### src/fsp_pkg.sv
/*
  Package for the flash protection block: register indices, field
  positions, reset values, command codes and the carrier structs.
  Assumes a plain register port with one-cycle read latency.
*/
package fsp_pkg;

  // Register offsets on the plain register port.
  localparam logic [3:0] RegStatus = 4'h0;
  localparam logic [3:0] RegMode = 4'h1;
  localparam logic [3:0] RegCommand = 4'h2;
  localparam logic [3:0] RegData = 4'h3;
  localparam logic [3:0] RegAddr = 4'h4;
  localparam logic [3:0] RegPersist = 4'h5;
  localparam logic [3:0] RegVolatile = 4'h6;
  localparam logic [3:0] RegActive = 4'h7;
  localparam logic [3:0] RegBoot = 4'h8;

  // Array geometry: 64 kB total, 62 kB user, 2 kB firmware.
  localparam int ArrayBytes = 65536;
  localparam int UserBytes = 63488;
  localparam int GroupBytes = 2048;
  localparam int AddrW = 16;
  localparam logic [15:0] FwBase = 16'hF800;
  localparam int GroupLsb = 11;

  // Boot flag word address and its erased value.
  localparam logic [19:0] BootFlagAddr = 20'h80014;
  localparam logic [31:0] ErasedWord = 32'hFFFFFFFF;

  // Status register fields.
  localparam int StPass = 0;
  localparam int StFail = 1;
  localparam int StBusy = 2;
  localparam logic [7:0] StatusReset = 8'h00;

  // Mode register fields.
  localparam int ModeWrEn = 3;
  localparam int ModeKeyMode = 5;
  localparam int ModeKeyEn = 6;
  localparam logic [15:0] ModeReset = 16'h0000;

  // Commands and key values.
  localparam logic [7:0] CmdSaveProt = 8'h0C;
  localparam logic [7:0] CmdMassErase = 8'h03;
  localparam logic [7:0] CmdWrite = 8'h02;
  localparam logic [7:0] CmdErasePage = 8'h05;
  localparam logic [31:0] KeyErased = 32'hFFFFFFFF;
  localparam logic [31:0] KeyPermanent = 32'hDEADDEAD;
  localparam int ReadProtBit = 31;
  localparam logic [31:0] ProtNone = 32'h00000000;

  // Source of a write request to the array.
  typedef enum logic [1:0] {
    SrcCpu,
    SrcDownload,
    SrcDebug
  } fsp_src_t;

  typedef struct packed {
    logic valid;
    fsp_src_t src;
    logic erase;
    logic [AddrW-1:0] addr;
  } fsp_req_t;

  typedef struct packed {
    logic [31:0] word;
    logic [31:0] key;
    logic valid;
  } fsp_saved_t;

endpackage : fsp_pkg

### src/fsp_protect.sv
/*
  Flash protection and access control for a 64 kB program array.
  Assumes the array itself, the firmware image and the serial and debug
  engines sit outside; they present requests here and honour the grants.
*/
`timescale 1ns/1ps
`default_nettype none
module fsp_protect
  import fsp_pkg::*;
(
  // Clock and reset.
  input wire logic clk_sys,
  input wire logic rst,
  // Register port.
  input wire logic [3:0] regAddr,
  input wire logic [31:0] regWdata,
  input wire logic regWr,
  input wire logic regRd,
  output logic [31:0] regRdata,
  // Boot strap and nonvolatile image.
  input wire logic bootSelectPin,
  input wire logic [31:0] bootFlagWord,
  input wire fsp_saved_t savedProt,
  input wire logic calibDone,
  // Array access requests from all paths.
  input wire fsp_req_t arrayReq,
  input wire logic [AddrW-1:0] debugRdAddr,
  input wire logic debugRdReq,
  input wire logic cpuFetchFw,
  // Decisions and mode outputs.
  output logic writeGrant,
  output logic writeDenied,
  output logic debugRdGrant,
  output logic fwVisible,
  output logic downloadMode,
  output logic debugPortEn,
  output logic userRun,
  output logic saveStrobe,
  output fsp_saved_t saveData,
  output logic massEraseStrobe
);

  typedef enum logic [1:0] {
    BootCalib,
    BootCapture,
    BootRun
  } fsp_boot_t;

  fsp_boot_t bootQ, bootD;
  logic dlModeQ, dlModeD, dbgEnQ, dbgEnD, userRunQ, userRunD;
  logic [31:0] persistActQ, persistActD;
  logic [31:0] keyQ, keyD;
  logic keyValidQ, keyValidD;
  logic [31:0] volQ, volD, persistQ, persistD;
  logic [31:0] addrQ, addrD, dataQ, dataD;
  logic [15:0] modeQ, modeD;
  logic [7:0] statusQ, statusD;
  logic [31:0] rdataQ, rdataD;
  logic grantQ, grantD, deniedQ, deniedD, dbgRdQ, dbgRdD, fwVisQ, fwVisD;
  logic saveQ, saveD, eraseQ, eraseD;
  fsp_saved_t saveDataQ, saveDataD;
  logic [31:0] activeProt;
  logic [31:0] presentedKey;
  logic cmdWr, passEv, failEv, keyOk, groupProt;
  logic [4:0] groupIdx;

  assign activeProt = volQ | persistActQ;
  assign presentedKey = {addrQ[15:0], dataQ[15:0]};
  assign cmdWr = regWr && (regAddr == RegCommand);
  assign groupIdx = arrayReq.addr[AddrW-1:GroupLsb];
  assign groupProt = activeProt[groupIdx];
  // Firmware group index 31 maps onto the read bit, so the firmware
  // region is refused outright below rather than through the word.

  // A key change is allowed while no key was saved, or the same key is
  // given again, but never once the permanent key is stored.
  assign keyOk = (keyQ != KeyPermanent) &&
    (!keyValidQ || keyQ == KeyErased || presentedKey == keyQ);

  // Boot sequencing and strap capture.
  always_comb begin
    bootD = bootQ;
    dlModeD = dlModeQ;
    dbgEnD = dbgEnQ;
    userRunD = userRunQ;
    persistActD = persistActQ;
    case (bootQ)
      BootCalib: begin
        if (calibDone) begin
          bootD = BootCapture;
        end
      end
      BootCapture: begin
        dlModeD = !bootSelectPin && (bootFlagWord == ErasedWord);
        dbgEnD = bootSelectPin;
        persistActD = savedProt.valid ? savedProt.word : ProtNone;
        bootD = BootRun;
      end
      default: begin
        userRunD = !dlModeQ;
      end
    endcase
  end

  always_ff @(posedge clk_sys or posedge rst) begin
    if (rst) begin
      bootQ <= BootCalib;
      dlModeQ <= 1'b0;
      dbgEnQ <= 1'b0;
      userRunQ <= 1'b0;
      persistActQ <= ProtNone;
    end else begin
      bootQ <= bootD;
      dlModeQ <= dlModeD;
      dbgEnQ <= dbgEnD;
      userRunQ <= userRunD;
      persistActQ <= persistActD;
    end
  end

  // Register file, commands and status.
  always_comb begin
    volD = volQ;
    persistD = persistQ;
    addrD = addrQ;
    dataD = dataQ;
    modeD = modeQ;
    keyD = keyQ;
    keyValidD = keyValidQ;
    saveD = 1'b0;
    eraseD = 1'b0;
    saveDataD = saveDataQ;
    passEv = 1'b0;
    failEv = 1'b0;
    if (bootQ == BootCapture) begin
      keyD = savedProt.key;
      keyValidD = savedProt.valid;
      persistD = savedProt.valid ? savedProt.word : ProtNone;
    end
    if (regWr) begin
      if (regAddr == RegVolatile) begin
        volD = regWdata;
      end else if (regAddr == RegPersist) begin
        persistD = regWdata;
      end else if (regAddr == RegAddr) begin
        addrD = regWdata;
      end else if (regAddr == RegData) begin
        dataD = regWdata;
      end else if (regAddr == RegMode) begin
        modeD = regWdata[15:0];
      end
    end
    if (cmdWr && regWdata[7:0] == CmdSaveProt) begin
      if (modeQ[ModeKeyEn] && !modeQ[ModeKeyMode] && keyOk) begin
        keyD = presentedKey;
        keyValidD = 1'b1;
        saveD = 1'b1;
        saveDataD = '{word: persistQ, key: presentedKey, valid: 1'b1};
        passEv = 1'b1;
      end else begin
        failEv = 1'b1;
      end
    end else if (cmdWr && regWdata[7:0] == CmdMassErase) begin
      if (modeQ[ModeWrEn]) begin
        keyD = KeyErased;
        keyValidD = 1'b0;
        eraseD = 1'b1;
        persistD = ProtNone;
        saveDataD = '{word: ProtNone, key: KeyErased, valid: 1'b0};
        passEv = 1'b1;
      end else begin
        failEv = 1'b1;
      end
    end else if (cmdWr) begin
      passEv = 1'b1;
    end
    statusD = statusQ;
    if (regRd && regAddr == RegStatus) begin
      statusD[StPass] = 1'b0;
      statusD[StFail] = 1'b0;
    end
    if (passEv) begin
      statusD[StPass] = 1'b1;
    end
    if (failEv) begin
      statusD[StFail] = 1'b1;
    end
    rdataD = 32'h00000000;
    if (regRd) begin
      if (regAddr == RegStatus) begin
        rdataD = {24'h000000, statusQ};
      end else if (regAddr == RegMode) begin
        rdataD = {16'h0000, modeQ};
      end else if (regAddr == RegData) begin
        rdataD = dataQ;
      end else if (regAddr == RegAddr) begin
        rdataD = addrQ;
      end else if (regAddr == RegPersist) begin
        rdataD = persistQ;
      end else if (regAddr == RegVolatile) begin
        rdataD = volQ;
      end else if (regAddr == RegActive) begin
        rdataD = activeProt;
      end else if (regAddr == RegBoot) begin
        rdataD = {29'h00000000, userRunQ, dbgEnQ, dlModeQ};
      end
    end
  end

  always_ff @(posedge clk_sys or posedge rst) begin
    if (rst) begin
      volQ <= ProtNone;
      persistQ <= ProtNone;
      addrQ <= 32'h00000000;
      dataQ <= 32'h00000000;
      modeQ <= ModeReset;
      keyQ <= KeyErased;
      keyValidQ <= 1'b0;
      saveQ <= 1'b0;
      eraseQ <= 1'b0;
      saveDataQ <= '0;
      statusQ <= StatusReset;
      rdataQ <= 32'h00000000;
    end else begin
      volQ <= volD;
      persistQ <= persistD;
      addrQ <= addrD;
      dataQ <= dataD;
      modeQ <= modeD;
      keyQ <= keyD;
      keyValidQ <= keyValidD;
      saveQ <= saveD;
      eraseQ <= eraseD;
      saveDataQ <= saveDataD;
      statusQ <= statusD;
      rdataQ <= rdataD;
    end
  end

  // Access decisions for the array.
  always_comb begin
    grantD = 1'b0;
    deniedD = 1'b0;
    if (arrayReq.valid) begin
      if (arrayReq.addr >= FwBase) begin
        deniedD = 1'b1;
      end else if (groupProt) begin
        deniedD = 1'b1;
      end else if (arrayReq.src == SrcDownload && !dlModeQ) begin
        deniedD = 1'b1;
      end else if (arrayReq.src == SrcDebug && !dbgEnQ) begin
        deniedD = 1'b1;
      end else begin
        grantD = 1'b1;
      end
    end
    dbgRdD = debugRdReq && dbgEnQ && !activeProt[ReadProtBit] &&
      (debugRdAddr < FwBase);
    fwVisD = cpuFetchFw && !userRunQ;
  end

  always_ff @(posedge clk_sys or posedge rst) begin
    if (rst) begin
      grantQ <= 1'b0;
      deniedQ <= 1'b0;
      dbgRdQ <= 1'b0;
      fwVisQ <= 1'b0;
    end else begin
      grantQ <= grantD;
      deniedQ <= deniedD;
      dbgRdQ <= dbgRdD;
      fwVisQ <= fwVisD;
    end
  end

  assign regRdata = rdataQ;
  assign writeGrant = grantQ;
  assign writeDenied = deniedQ;
  assign debugRdGrant = dbgRdQ;
  assign fwVisible = fwVisQ;
  assign downloadMode = dlModeQ;
  assign debugPortEn = dbgEnQ;
  assign userRun = userRunQ;
  assign saveStrobe = saveQ;
  assign saveData = saveDataQ;
  assign massEraseStrobe = eraseQ;
endmodule : fsp_protect
`default_nettype wire

### config.mk
export PLATFORM = sky130hd
export DESIGN_NAME = fsp_protect
export DESIGN_NICKNAME = d
export VERILOG_FILES = /design/src/fsp_pkg.sv /design/src/fsp_protect.sv
export SDC_FILE = /design/constraint.sdc
export NUM_CORES = 1
export LEC_CHECK = 0
export ABC_CLOCK_PERIOD_IN_PS = 8650
export BUFFER_PORTS_ARGS = -buffer_cell sky130_fd_sc_hd__buf_2
export CORE_UTILIZATION = 31
export CTS_BUF_LIST = sky130_fd_sc_hd__clkbuf_4 sky130_fd_sc_hd__clkbuf_8
export DETAILED_ROUTE_END_ITERATION = 10
export PLACE_DENSITY = 0.57
export SLEW_MARGIN = 20
export SYNTH_ARGS = -nofsm -noshare
export SYNTH_HDL_FRONTEND = slang
export SYNTH_SLANG_ARGS = --single-unit
### constraint.sdc
create_clock -name clk_sys -period 8.65 [get_ports clk_sys]
set_input_delay 0 -clock clk_sys [delete_from_list [all_inputs] [get_ports clk_sys]]
set_output_delay 0 -clock clk_sys [all_outputs]
set_load 0.03 [all_outputs]
* Word-level counts from Yosys, hierarchy flattened
Index checks and enable logic that the tools add are counted.
** Word-level totals
- Flip-flop bits (word level) :: 319
- Bits of input ports :: 177
- Output and inout bits :: 106
- Word-level logic and storage cells :: 148
** Operators by class
- Magnitude comparators :: 3
- Equal/unequal tests :: 19
- Mux-type cells :: 60
- Bitwise gates (word level) :: 5
- Reductions and logical operators :: 37
** Operators by type and width (count)
- 32-bit two-way mux :: 21
- 65-bit two-way mux :: 4
- 32-bit equality test (second input constant) :: 2
- 32-bit equality test :: 1
- 32-bit != test (second input constant) :: 1
- 32-bit OR :: 1
- 1-bit two-way mux :: 30
- 4-bit by 3-bit equality test with 1-bit output (second input constant) :: 4
- 16-bit greater-or-equal comparator (second input constant) :: 1
- 16-bit < comparator (second input constant) :: 1
- 1-bit logical AND :: 14
- 2-bit nonzero test :: 5
- 4-bit by 2-bit equality test with 1-bit output (second input constant) :: 2
- 8-bit by 2-bit equality test with 1-bit output (second input constant) :: 1
- 8-bit by 4-bit equality test with 1-bit output (second input constant) :: 1
- 1-bit logical NOT :: 7
- 5-bit by 6-bit < comparator with 1-bit output (second input constant) :: 1
- 6-bit AND reduction :: 1
- 1-bit binary-select mux with 5-bit select :: 1
- 5-bit AND reduction :: 1
- 2-bit by 1-bit equality test with 1-bit output (second input constant) :: 2
- 4-bit by 1-bit equality test with 1-bit output (second input constant) :: 1
- 4-bit equality test (second input constant) :: 1
- 4-bit logical NOT :: 1
- other kinds (13) :: 19

* Logic depth before layout (Yosys ltp)
Gate-level depths: netlist (run 1).
- Depth in word-level cells :: 10
- Depth in mapped cells :: 9
- Gate-level depth less buffers :: 6

* Worst setup path before layout (run 1)
Ideal clock, no wire load.
- Kind :: reg-to-reg
- Start :: register keyQ[20]
- End :: register saveDataQ, in the netlist saveData[33]
- Setup time :: 0.120 ns
- Arrival time :: 2.017 ns
- Data required time :: 8.530 ns
- Slack :: 6.513 ns
- Cell stages (with the launch flop) :: 9
- Buffers on the path :: 2
- Clock period less this slack :: 2.137 ns
- Path through :: dfstp_2 > or4_1 > nor3_1 > nand4_1 > and3_1 > buf_4 > clkbuf_2 > and3_1 > a31o_2
** Between the ends
- Longest elaborated chain between the ends :: 7
- Elaborated cells between the ends (all ways) :: 9
- Classes of those cells :: eq/ne: 4; reduce/logical: 5
** RTL lines
- from (decl) :: line fsp_protect.sv:52 : logic [31:0] keyQ, keyD;
- from (signal assigned) :: line fsp_protect.sv:217 : keyQ <= KeyErased;
- from (signal assigned) :: line fsp_protect.sv:230 : keyQ <= keyD;
- 32-bit equality test :: line fsp_protect.sv:78 : (!keyValidQ || keyQ == KeyErased || presentedKey == keyQ);
- 1-bit logical OR (2 in a row) :: line fsp_protect.sv:78
- 1-bit logical AND (*) :: line fsp_protect.sv:77 : assign keyOk = (keyQ != KeyPermanent) &&
- 1-bit logical AND (*) :: line fsp_protect.sv:154 : if (modeQ[ModeKeyEn] && !modeQ[ModeKeyMode] && keyOk) begin
- 2-bit by 1-bit != test with 1-bit output (no line) (*)
- 3-bit AND reduction (no line) (*)
- to (signal assigned) :: line fsp_protect.sv:234 : saveDataQ <= saveDataD;
- to (decl) :: line fsp_protect.sv:61 : fsp_saved_t saveDataQ, saveDataD;
Every way passes the cells marked *; elsewhere a longest branch is shown, timed or not.
A chain may end at the register's enable or synchronous reset.

* Final worst setup path (run 1)
- Start :: register keyQ[25]
- End :: register saveDataQ, in the netlist saveData[36]
The elaborated chain is that of the path after synthesis.

==> results of run 1 <==
-- report_power, final --
part / internal [mW] / switching [mW]
registers: 1.68 / 0.185
clock network: 0.913 / 0.677
logic: 0.298 / 0.268
-- flip-flops by register name, indices dropped and copies added (netlist names), 2 cells and up --
signal	flops
persistActQ	32
persistQ	32
bootQ	2
saveData	65
volQ	32
dataQ	32
keyQ	32
modeQ	16
statusQ	2
addrQ	32
regRdata	32
-- synthesized netlist by cell type, types with 4 or more instances --
master    count  area (µm²)
dfstp_2      32         841
a22o_1       65         569
a31oi_1      39         244
buf_1        18        67.6
nor2b_1       5        31.3
xor2_1       32         280
a222oi_1     17         170
nand3_1       8        40.0
a221oi_1     32         280
dfrtp_1     287        7180
a22oi_1      13        97.6
buf_4         8        60.1
buf_2        11        55.1
nor2_1      103         387
nor3_1       48         240
and3_1       37         231
nor4_1       36         225
o21ai_0       8        40.0
a31o_2       28         245
a31o_1        4        35.0
a21oi_2       4        35.0
a21o_1       33         248
mux2_2      122        1370
nand4_1      16         100
clkbuf_1     59         221
nand2_1      50         188
mux4_2        5         113
a21oi_1      39         195
inv_1         8        30.0
o22a_1       16         140
mux2i_1      26         260
-- per-layer routing --
layer	track usage	wire (µm)	vias to the layer above	share of wire
met2	0.347	24600	526	0.48
met5	0.00313	0	-	0
met4	0.0653	1330	0	0.026
met1	0.292	22300	6302	0.43
li1	-	-	5393	-
met3	0.0394	3500	95	0.068
-- layout by cell type (no fill, tap or decap), types with 16 or more instances in the layout --
cell type | synthesis | final
clkbuf_4 | 0 | 17
a222oi_1 | 17 | 17
a21o_1 | 33 | 33
mux2_2 | 122 | 122
nor4_1 | 36 | 36
mux2i_1 | 26 | 26
clkbuf_8 | 0 | 75
a31oi_1 | 39 | 39
a221oi_1 | 32 | 32
o22a_1 | 16 | 16
a21oi_1 | 39 | 39
nor3_1 | 48 | 48
a22o_1 | 65 | 65
nor2_1 | 103 | 100
xor2_1 | 32 | 32
dlygate4sd3_1 | 0 | 117
dfstp_2 | 32 | 32
dfrtp_1 | 287 | 287
a31o_2 | 28 | 28
buf_2 | 11 | 259
nand4_1 | 16 | 16
and3_1 | 37 | 36
nand2_1 | 50 | 49
buf_4 | 8 | 19
-- critical path: stages (launching register included) --
cell and delay [ns]:
dfstp_2 0.60, nand4_1 0.14, nor4_1 0.36, nand4_1 0.26, and3_1 0.26, buf_4 0.28
nand2_4 0.35, buf_4 0.72, a31o_2 0.25
-- cell families (layout without fill, tap and decap cells) --
group	after synthesis	count (layout)
flip-flops	319	319
buffers and inverters	110	513
multiplexers	153	153
AND/OR/NAND/NOR	319	319
AO/OA/AOI/OAI	307	307
other	0	2
XOR/XNOR	32	32
-- metrics by stage --
stage | util | instances | hold slack [ns] | worst slack (ns) | power (mW)
after global placement | 0.356 | 2017 | 0.182 | 5.14 | 2.39
after CTS | 0.410 | 2242 | 0.0253 | 5.28 | 4.06
final | 0.411 | 2245 | 0.0933 | 5.27 | 4.02
after global routing | 0.411 | 2244 | 0.0549 | 5.04 | 4.20
after detailed placement | 0.356 | 2017 | 0.184 | 5.08 | 2.41
after floorplan | - | 1240 | 0.0944 | 4.42 | 2.18
-- timing repair --
item                                    4_1_cts  5_1_grt
hold buffers                                117        0
endpoints found under the setup margin        0        0
hold endpoints to repair                    270        0
-- layout make-up --
type,count,area [µm²]
flip-flops and latches,319,8020
clock inverters,16,143
fillers,4453,27000
diodes,2,5.00
repair buffers,397,2640
multi-input cells,811,6050
inverters,8,33.8
clock buffers,92,1160
well taps,600,751
-- how the worst max path moves through the flow --
stage                     startpoint      endpoint  slack [ns]
after floorplan                  rst      addrQ[0]        4.42
after global placement    regAddr[1]  saveData[36]        5.14
after CTS                   keyQ[28]     keyValidQ        5.28
after global routing        keyQ[28]     keyValidQ        5.04
final                       keyQ[25]  saveData[36]        5.27
after detailed placement  regAddr[1]  saveData[40]        5.08
==> results.sh, run 1 <==
export IMPL_drtIter0Drc=984
export IMPL_synth_xor_xnor_area_share=0.0193
export IMPL_rr_worst_depth=8
export IMPL_layout_nets=1771
export IMPL_status="completed"
export IMPL_synth_seq_cells=319
export IMPL_ys_seq_area_frac=0.553
export IMPL_cellPowerDensity_mw_per_mm2=214
export IMPL_antenna_found_initial=1
export IMPL_clk_pin_slew_ns=0.06
export IMPL_syn_to_final_growth_pct=29.7
export IMPL_drv_slew=0
export IMPL_cp_arrival_ns=3.95
export IMPL_crit_type="register to register"
export IMPL_grt_pass1_vias=12466
export IMPL_max_slew_margin_rel=0.253
export IMPL_cts_max_level=2
export IMPL_cts_resized=0
export IMPL_rows=78
export IMPL_cap_violations=0
export IMPL_routed_via_count=12316
export IMPL_skew_ns=0.0250
export IMPL_syn_area_mm2=0.0145
export IMPL_wl_per_cell_um=23.1
export IMPL_r2r_end="saveData[36]"
export IMPL_gp_congestion=0.822
export IMPL_required_ns=9.22
export IMPL_ys_async_sr_fraction=1.00
export IMPL_drtAntennaViolNets=0
export IMPL_clkSinkCount=319
export IMPL_synth_nets=1417
export IMPL_finalSetupViolCount=0
export IMPL_finalSetupTns_ns=0
export IMPL_die_area_mm2=0.0477
export IMPL_timing_rr_start="keyQ[25]"
export IMPL_synth_compound_area_frac=0.165
export IMPL_fin_crit_ns=3.38
export IMPL_synth_main_ff_cell="dfrtp_1"
export IMPL_hold_viol_final=0
export IMPL_wl_um=51800
export IMPL_cts_setup_buffers=0
export IMPL_io_buffers=259
export IMPL_start_util=0.317
export IMPL_syn_avg_cell_area_um2=11.7
export IMPL_synthAdderAreaFrac=0
export IMPL_period_share=0.391
export IMPL_synth_simple_gate_area_frac=0.109
export IMPL_leakage_nw=9.10
export IMPL_cts_tree="done"
export IMPL_r2r_slack_ns=5.27
export IMPL_post_drt_via_cell_ratio=5.49
export IMPL_grt_setup_unrepaired="false"
export IMPL_cts_root_buffer="clkbuf_8"
export IMPL_cp_end_kind="register"
export IMPL_min_from="debugRdAddr[11]"
export IMPL_track_usage=0.215
export IMPL_fmax_mhz=296
export IMPL_drive_gt1_frac=0.365
export IMPL_grt_max_degree=79
export IMPL_die_x_um=218
export IMPL_die_y_um=218
export IMPL_min_path_type="input pin to register"
export IMPL_dp_hpwl_um=33300
export IMPL_min_to="debugRdGrant"
export IMPL_final_area_mm2=0.0188
export IMPL_synth_area_mux_share=0.120
export IMPL_numCtsBuffers=57
export IMPL_core_mm2=0.0458
export IMPL_grt_pass1_wl_um=77200
export IMPL_io_pins=283
export IMPL_tightestPinTransition_ns=1.12
export IMPL_clk_latency_ns=0.65
export IMPL_dr_pass1_iters=6
export IMPL_grt_overflow=0
export IMPL_cts_buffer_depth=3
export IMPL_drc=0
export IMPL_placed_area_mm2=0.0163
export IMPL_cp_start_kind="register"
export IMPL_yosysUniqueCellTypes=51
export IMPL_cp_max_fo=75
export IMPL_yosysWarnings=0
export IMPL_synth_top_family_by_area="compound AO/OA/AOI/OAI gates"
export IMPL_syn_inst=1240
export IMPL_vdd_drop_max_mv=0.113
export IMPL_synth_enable_flop_cells=0
export IMPL_hold_depth=3
Note: power is estimated with default switching activity, not from simulation.
==> run 2, diff against run 1 <==
Settings changed: ABC_CLOCK_PERIOD_IN_PS 8650 to 3200, PLACE_DENSITY 0.57 to 0.55.
Clock period 8.65 ns to 3.2 ns, I/O delays scaled along.
==> run 2 against run 1 <==
Sequential power increased to 2.7 times the previous value. Clock-buffer cell count decreased by 4. First-iteration DRC count decreased by 12%. Clock skew increased by 0.0038 ns. Largest power group unchanged. Final cell count increased by 1.2%. Worst setup slack got worse by 4.9 ns. Critical path depth increased by 3. Sequential share of layout area decreased by 0.74 points. Die area unchanged. Flip-flop and latch count unchanged.
==> results.sh, run 2 (synthesis results as in run 1) <==
export IMPL_drc=0
export IMPL_die_x_um=218
export IMPL_dp_cells=2035
export IMPL_leakage_nw=9.27
export IMPL_die_y_um=218
export IMPL_rr_worst_depth=7
export IMPL_numCtsBuffers=56
export IMPL_period_share=0.870
export IMPL_finalWorstSetupSlack_ns=0.416
export IMPL_io_buffers=259
export IMPL_cts_setup_buffers=0
export IMPL_max_slew_margin_rel=0.391
export IMPL_drtIter0Drc=866
export IMPL_drive_gt1_frac=0.367
export IMPL_dr_pass1_iters=6
export IMPL_cts_max_level=2
export IMPL_postLayoutCoreUtil=0.418
export IMPL_required_ns=3.70
export IMPL_cap_violations=0
export IMPL_min_path_type="input pin to register"
export IMPL_io_pins=283
export IMPL_clk_pin_slew_ns=0.06
export IMPL_die_area_mm2=0.0477
export IMPL_tightestPinTransition_ns=0.914
export IMPL_gp_congestion=0.887
export IMPL_r2r_slack_ns=0.42
export IMPL_cp_arrival_ns=3.28
export IMPL_cp_start_kind="input pin"
export IMPL_wl_per_cell_um=22.8
export IMPL_finalSetupViolCount=0
export IMPL_track_usage=0.215
export IMPL_worstPathCellList="dlygate4sd3_1 > buf_2 > nand3b_1 > nor3_1 > dlygate4sd3_1 > buf_4 > and2_2 > nand3_1 > buf_4 > nor4_1 > a21oi_1"
export IMPL_fin_crit_ns=2.78
export IMPL_core_mm2=0.0458
export IMPL_clk_latency_ns=0.66
export IMPL_largest_register_ffs=65
export IMPL_hold_viol_final=0
export IMPL_rows=78
export IMPL_layout_nets=1799
export IMPL_hold_depth=5
export IMPL_clkSinkCount=319
export IMPL_cp_slowest_stage_delay_ns=0.59
export IMPL_grt_setup_unrepaired="false"
export IMPL_cp_end_kind="register"
export IMPL_finalSetupTns_ns=0
export IMPL_cts_buffer_depth=3
export IMPL_skew_ns=0.0288
export IMPL_cts_root_buffer="clkbuf_8"
export IMPL_dp_slack_ns=0.511
export IMPL_status="completed"
export IMPL_final_common_cell="dfrtp_1"
export IMPL_power_mw=10.9
export IMPL_crit_type="input pin to register"
export IMPL_vdd_drop_max_mv=0.304
export IMPL_drtAntennaViolNets=0
export IMPL_slowest_stage="dlygate4sd3_1"
export IMPL_cts_tree="done"
export IMPL_grt_pass1_vias=12319
export IMPL_min_from="savedProt[0]"
export IMPL_drv_slew=0
export IMPL_post_drt_via_cell_ratio=5.37
export IMPL_syn_to_final_growth_pct=31.9
export IMPL_grt_pass1_wl_um=77300
export IMPL_start_util=0.317
export IMPL_grt_max_degree=143
export IMPL_routed_via_count=12184
export IMPL_dp_hpwl_um=34000
export IMPL_fmax_mhz=359
export IMPL_timing_rr_start="persistActQ[31]"
export IMPL_min_to="persistActQ[18]"
export IMPL_wl_um=51700
export IMPL_antenna_found_initial=4
export IMPL_layout_common_cells="dfrtp_1, buf_2, dlygate4sd3_1"
export IMPL_layoutNonFillerInstCount=2271
export IMPL_cp_max_fo=17
export IMPL_grt_overflow=0
export IMPL_r2r_end="writeGrant"
export IMPL_cellPowerDensity_mw_per_mm2=568
[run 2: worst max-delay path, delay by kind of cell]
kind,cells,cell delay [ns]
compound gates,1,0.07
simple gates,5,1.40
buf+inv,5,1.80
[run 2: worst max path at each step]
stage                    start           end  depth (start not counted)
6_report                 regWr  saveData[31]                         11
5_1_grt                  regWr  saveData[31]                         11
4_1_cts        persistActQ[31]    writeGrant                          7
3_5_place_dp       regWdata[4]  saveData[31]                          8
3_3_place_gp       regWdata[4]  saveData[31]                          8
2_1_floorplan              rst      addrQ[0]                          1
[run 2: area by class of cell]
cell class	instances	area (µm²)
Antenna cell	1	2.50
Clock buffer	88	1130
Clock inverter	18	161
Fill cell	4390	26600
Inverter	8	33.8
Multi-Input combinational cell	811	6040
Sequential cell	319	8020
Tap cell	600	751
Timing Repair Buffer	426	2990
[run 2: metrics by stage]
| stage | area, µm² | hold WS, ns |
|---|---|---|
| 4_1_cts | 19100 | 0.00000833 |
| 2_1_floorplan | 14500 | 0.0944 |
| 6_report | 19100 | 0.0360 |
| 3_3_place_gp | 16500 | 0.183 |
| 5_1_grt | 19100 | 0.0361 |
| 3_5_place_dp | 16500 | 0.188 |
[run 2: report_power, final]
part	leakage, nW	internal (mW)	switching, mW
logic	4.58	0.847	0.765
clock network	0.687	2.42	1.83
registers	4.01	4.55	0.461
[run 2: layer usage]
layer / up-vias / track usage / wire length (µm)
li1: 5449 / - / -
met1: 6196 / 0.289 / 22500
met2: 459 / 0.351 / 24800
met3: 78 / 0.0402 / 3290
met4: 2 / 0.0608 / 1060
met5: - / 0 / 12
[run 2: what timing repair did]
| item | in CTS | in global routing |
|---|---|---|
| hold endpoints to repair | 557 | 0 |
| hold buffers | 128 | 0 |
| gates resized for setup | 0 | 0 |
==> run 3, diff against run 2 <==
Settings changed: ABC_AREA set to 1.
==> run 3 against run 2 <==
Area after synthesis up 6.1%. Flip-flop and latch count unchanged. Via count up 24%. Combinational power up 4%. Core utilization down 0.61 points. Worst hold slack better by 0.014 ns. Clock power up 2%. Final cell count up 32%. Die area up 6.1%. Non-clock buffer count up 19. Largest cell class unchanged. Highest routed layer is now met4.
==> results.sh, run 3 <==
export IMPL_status="completed"
export IMPL_syn_inst=1902
export IMPL_synth_seq_cells=319
export IMPL_synth_enable_flop_cells=0
export IMPL_yosysMostFrequentCell="nand2_1"
export IMPL_ys_async_sr_fraction=1.00
export IMPL_cts_hold_buf=138
export IMPL_min_from="regAddr[2]"
export IMPL_finalWorstSetupSlack_ns=0.277
export IMPL_drtAntennaViolNets=0
export IMPL_finalSetupTns_ns=0
export IMPL_finalSetupViolCount=0
export IMPL_synth_nets=2079
export IMPL_crit_type="register to register"
export IMPL_hold_viol_final=0
export IMPL_grt_overflow=0
export IMPL_syn_avg_cell_area_um2=8.09
export IMPL_layout_common_cells="nand2_1, dfrtp_1, o21ai_0"
export IMPL_drv_slew=0
export IMPL_die_y_um=225
export IMPL_power_mw=10.9
export IMPL_wl_per_cell_um=19.5
export IMPL_cp_max_fo=24
export IMPL_period_share=0.913
export IMPL_fin_crit_ns=2.92
export IMPL_antenna_found_initial=0
export IMPL_wl_um=58400
export IMPL_yosysWarnings=0
export IMPL_timing_rr_start="keyQ[1]"
export IMPL_routed_via_count=15109
export IMPL_grt_pass1_vias=15367
export IMPL_num_antenna_cells=0
export IMPL_drtIter0Drc=1149
export IMPL_gp_congestion=0.908
export IMPL_cts_tree="done"
export IMPL_cts_buffer_depth=3
export IMPL_yosys_top_cells_count="nand2_1, dfrtp_1, o21ai_0, inv_1, nand3_1"
export IMPL_cts_resized=0
export IMPL_cp_end_kind="register"
export IMPL_yosysTopAreaCellShare=0.467
export IMPL_holdWs_ns=0.0502
export IMPL_r2r_end="keyQ[8]"
export IMPL_worstPathCellList="inv_1 > nor3_1 > nand2_1 > nor2_1 > a21oi_1 > nand2_2 > buf_4 > nand4_1 > nand3_1 > dlygate4sd3_1"
export IMPL_core_mm2=0.0490
export IMPL_synth_area_leader_cell="dfrtp_1"
export IMPL_clkSinkCount=319
export IMPL_leakage_nw=10.2
export IMPL_post_drt_via_cell_ratio=5.04
export IMPL_crit_start="keyQ[1]"
export IMPL_cp_slowest_stage_delay_ns=0.57
export IMPL_io_buffers=259
export IMPL_hold_depth=7
export IMPL_slowest_stage="dlygate4sd3_1"
export IMPL_cp_arrival_ns=3.52
export IMPL_min_to="regRdata[1]"
export IMPL_cp_start_kind="register"
export IMPL_grt_pass1_wl_um=89700
export IMPL_numCtsBuffers=57
export IMPL_rows=81
export IMPL_layout_nets=2464
export IMPL_die_x_um=225
export IMPL_cts_setup_buffers=0
export IMPL_required_ns=3.80
export IMPL_yosysUniqueCellTypes=39
export IMPL_ys_seq_area_frac=0.521
export IMPL_io_pins=283
export IMPL_clk_pin_slew_ns=0.06
export IMPL_dr_pass1_iters=5
export IMPL_die_area_mm2=0.0505
export IMPL_fmax_mhz=342
export IMPL_max_slew_margin_rel=0.461
export IMPL_track_usage=0.233
export IMPL_rr_worst_depth=10
export IMPL_vdd_drop_max_mv=0.343
export IMPL_drive_gt1_frac=0.202
export IMPL_largest_register_ffs=65
export IMPL_start_util=0.314
export IMPL_dp_hpwl_um=39500
export IMPL_cts_root_buffer="clkbuf_8"
export IMPL_grt_max_degree=103
export IMPL_cts_max_level=2
export IMPL_cellPowerDensity_mw_per_mm2=542
export IMPL_drc=0
export IMPL_syn_area_mm2=0.0154
export IMPL_synth_main_ff_cell="dfrtp_1"
export IMPL_cap_violations=0
export IMPL_r2r_slack_ns=0.28
export IMPL_synthTopCellsByArea="dfrtp_1, nand2_1, o21ai_0"
export IMPL_syn_to_final_growth_pct=31.0
export IMPL_tightestPinTransition_ns=0.804
export IMPL_postLayoutCoreUtil=0.412
export IMPL_final_common_cell="nand2_1"
export IMPL_clk_latency_ns=0.67
export IMPL_min_path_type="input pin to register"
export IMPL_grt_setup_unrepaired="false"
export IMPL_skew_ns=0.0546
export IMPL_dp_slack_ns=0.831
run 3: changes by cell type in the layout (fill, tap and decap cells not counted), sizes merged, moves of 36 or more:
cell / previous run / this run
a22o: 65 / 0
a31oi: 39 / 0
and3: 37 / 1
inv: 9 / 198
mux2: 122 / 0
nand2: 51 / 489
nand3: 8 / 131
nand4: 16 / 86
nor3: 48 / 6
o21ai: 8 / 291
run 3: worst max path at each step:
| stage | endpoint | slack, ns | cells past startpoint |
|---|---|---|---|
| floorplan | addrQ[0] | -1.03 | 1 |
| global placement | saveData[30] | 0.86 | 10 |
| detailed placement | saveData[7] | 0.83 | 10 |
| CTS | keyQ[6] | 0.31 | 10 |
| global route | keyQ[8] | 0.1 | 10 |
| finish | keyQ[8] | 0.28 | 10 |
run 3: cells by family after synthesis:
family | Yosys count | synth area share
flip-flops | 319 | 0.521
XOR/XNOR | 23 | 0.0131
buffers and inverters | 323 | 0.0850
AO/OA/AOI/OAI | 426 | 0.153
AND/OR/NAND/NOR | 811 | 0.228
run 3: power by group:
group          internal, mW  total, mW  switching, mW
clock                  2.51       4.35           1.84
combinational         0.680       1.68          0.998
sequential             4.51       4.91          0.394
run 3: area by class of cell:
class,instances,area [µm²]
Tap cell,664,831
Clock inverter,14,140
Clock buffer,93,1190
Timing Repair Buffer,445,3140
Fill cell,5039,28800
Sequential cell,319,8020
Multi-Input combinational cell,1260,6080
Inverter,204,769
run 3: layer usage:
metal,vias to the layer above,track usage,share of wire
met2,519,0.382,0.47
met4,0,0.0860,0.035
met1,7357,0.306,0.44
met5,-,0,0
met3,120,0.0401,0.058
li1,7113,-,-
run 3: worst max-delay path: cells and delay by family, from the launching register on:
family                 cells  cell delay (ns)
buffers and inverters      3             1.00
flip-flops                 1             0.56
AND/OR/NAND/NOR            6             1.22
AO/OA/AOI/OAI              1             0.09
run 3: per-stage QoR:
step / std cells / area, µm²
final: 2999 / 20200
after detailed placement: 2754 / 17500
after global placement: 2754 / 17500
after global routing: 2999 / 20200
after floorplan: 1902 / 15400
after CTS: 2999 / 20200
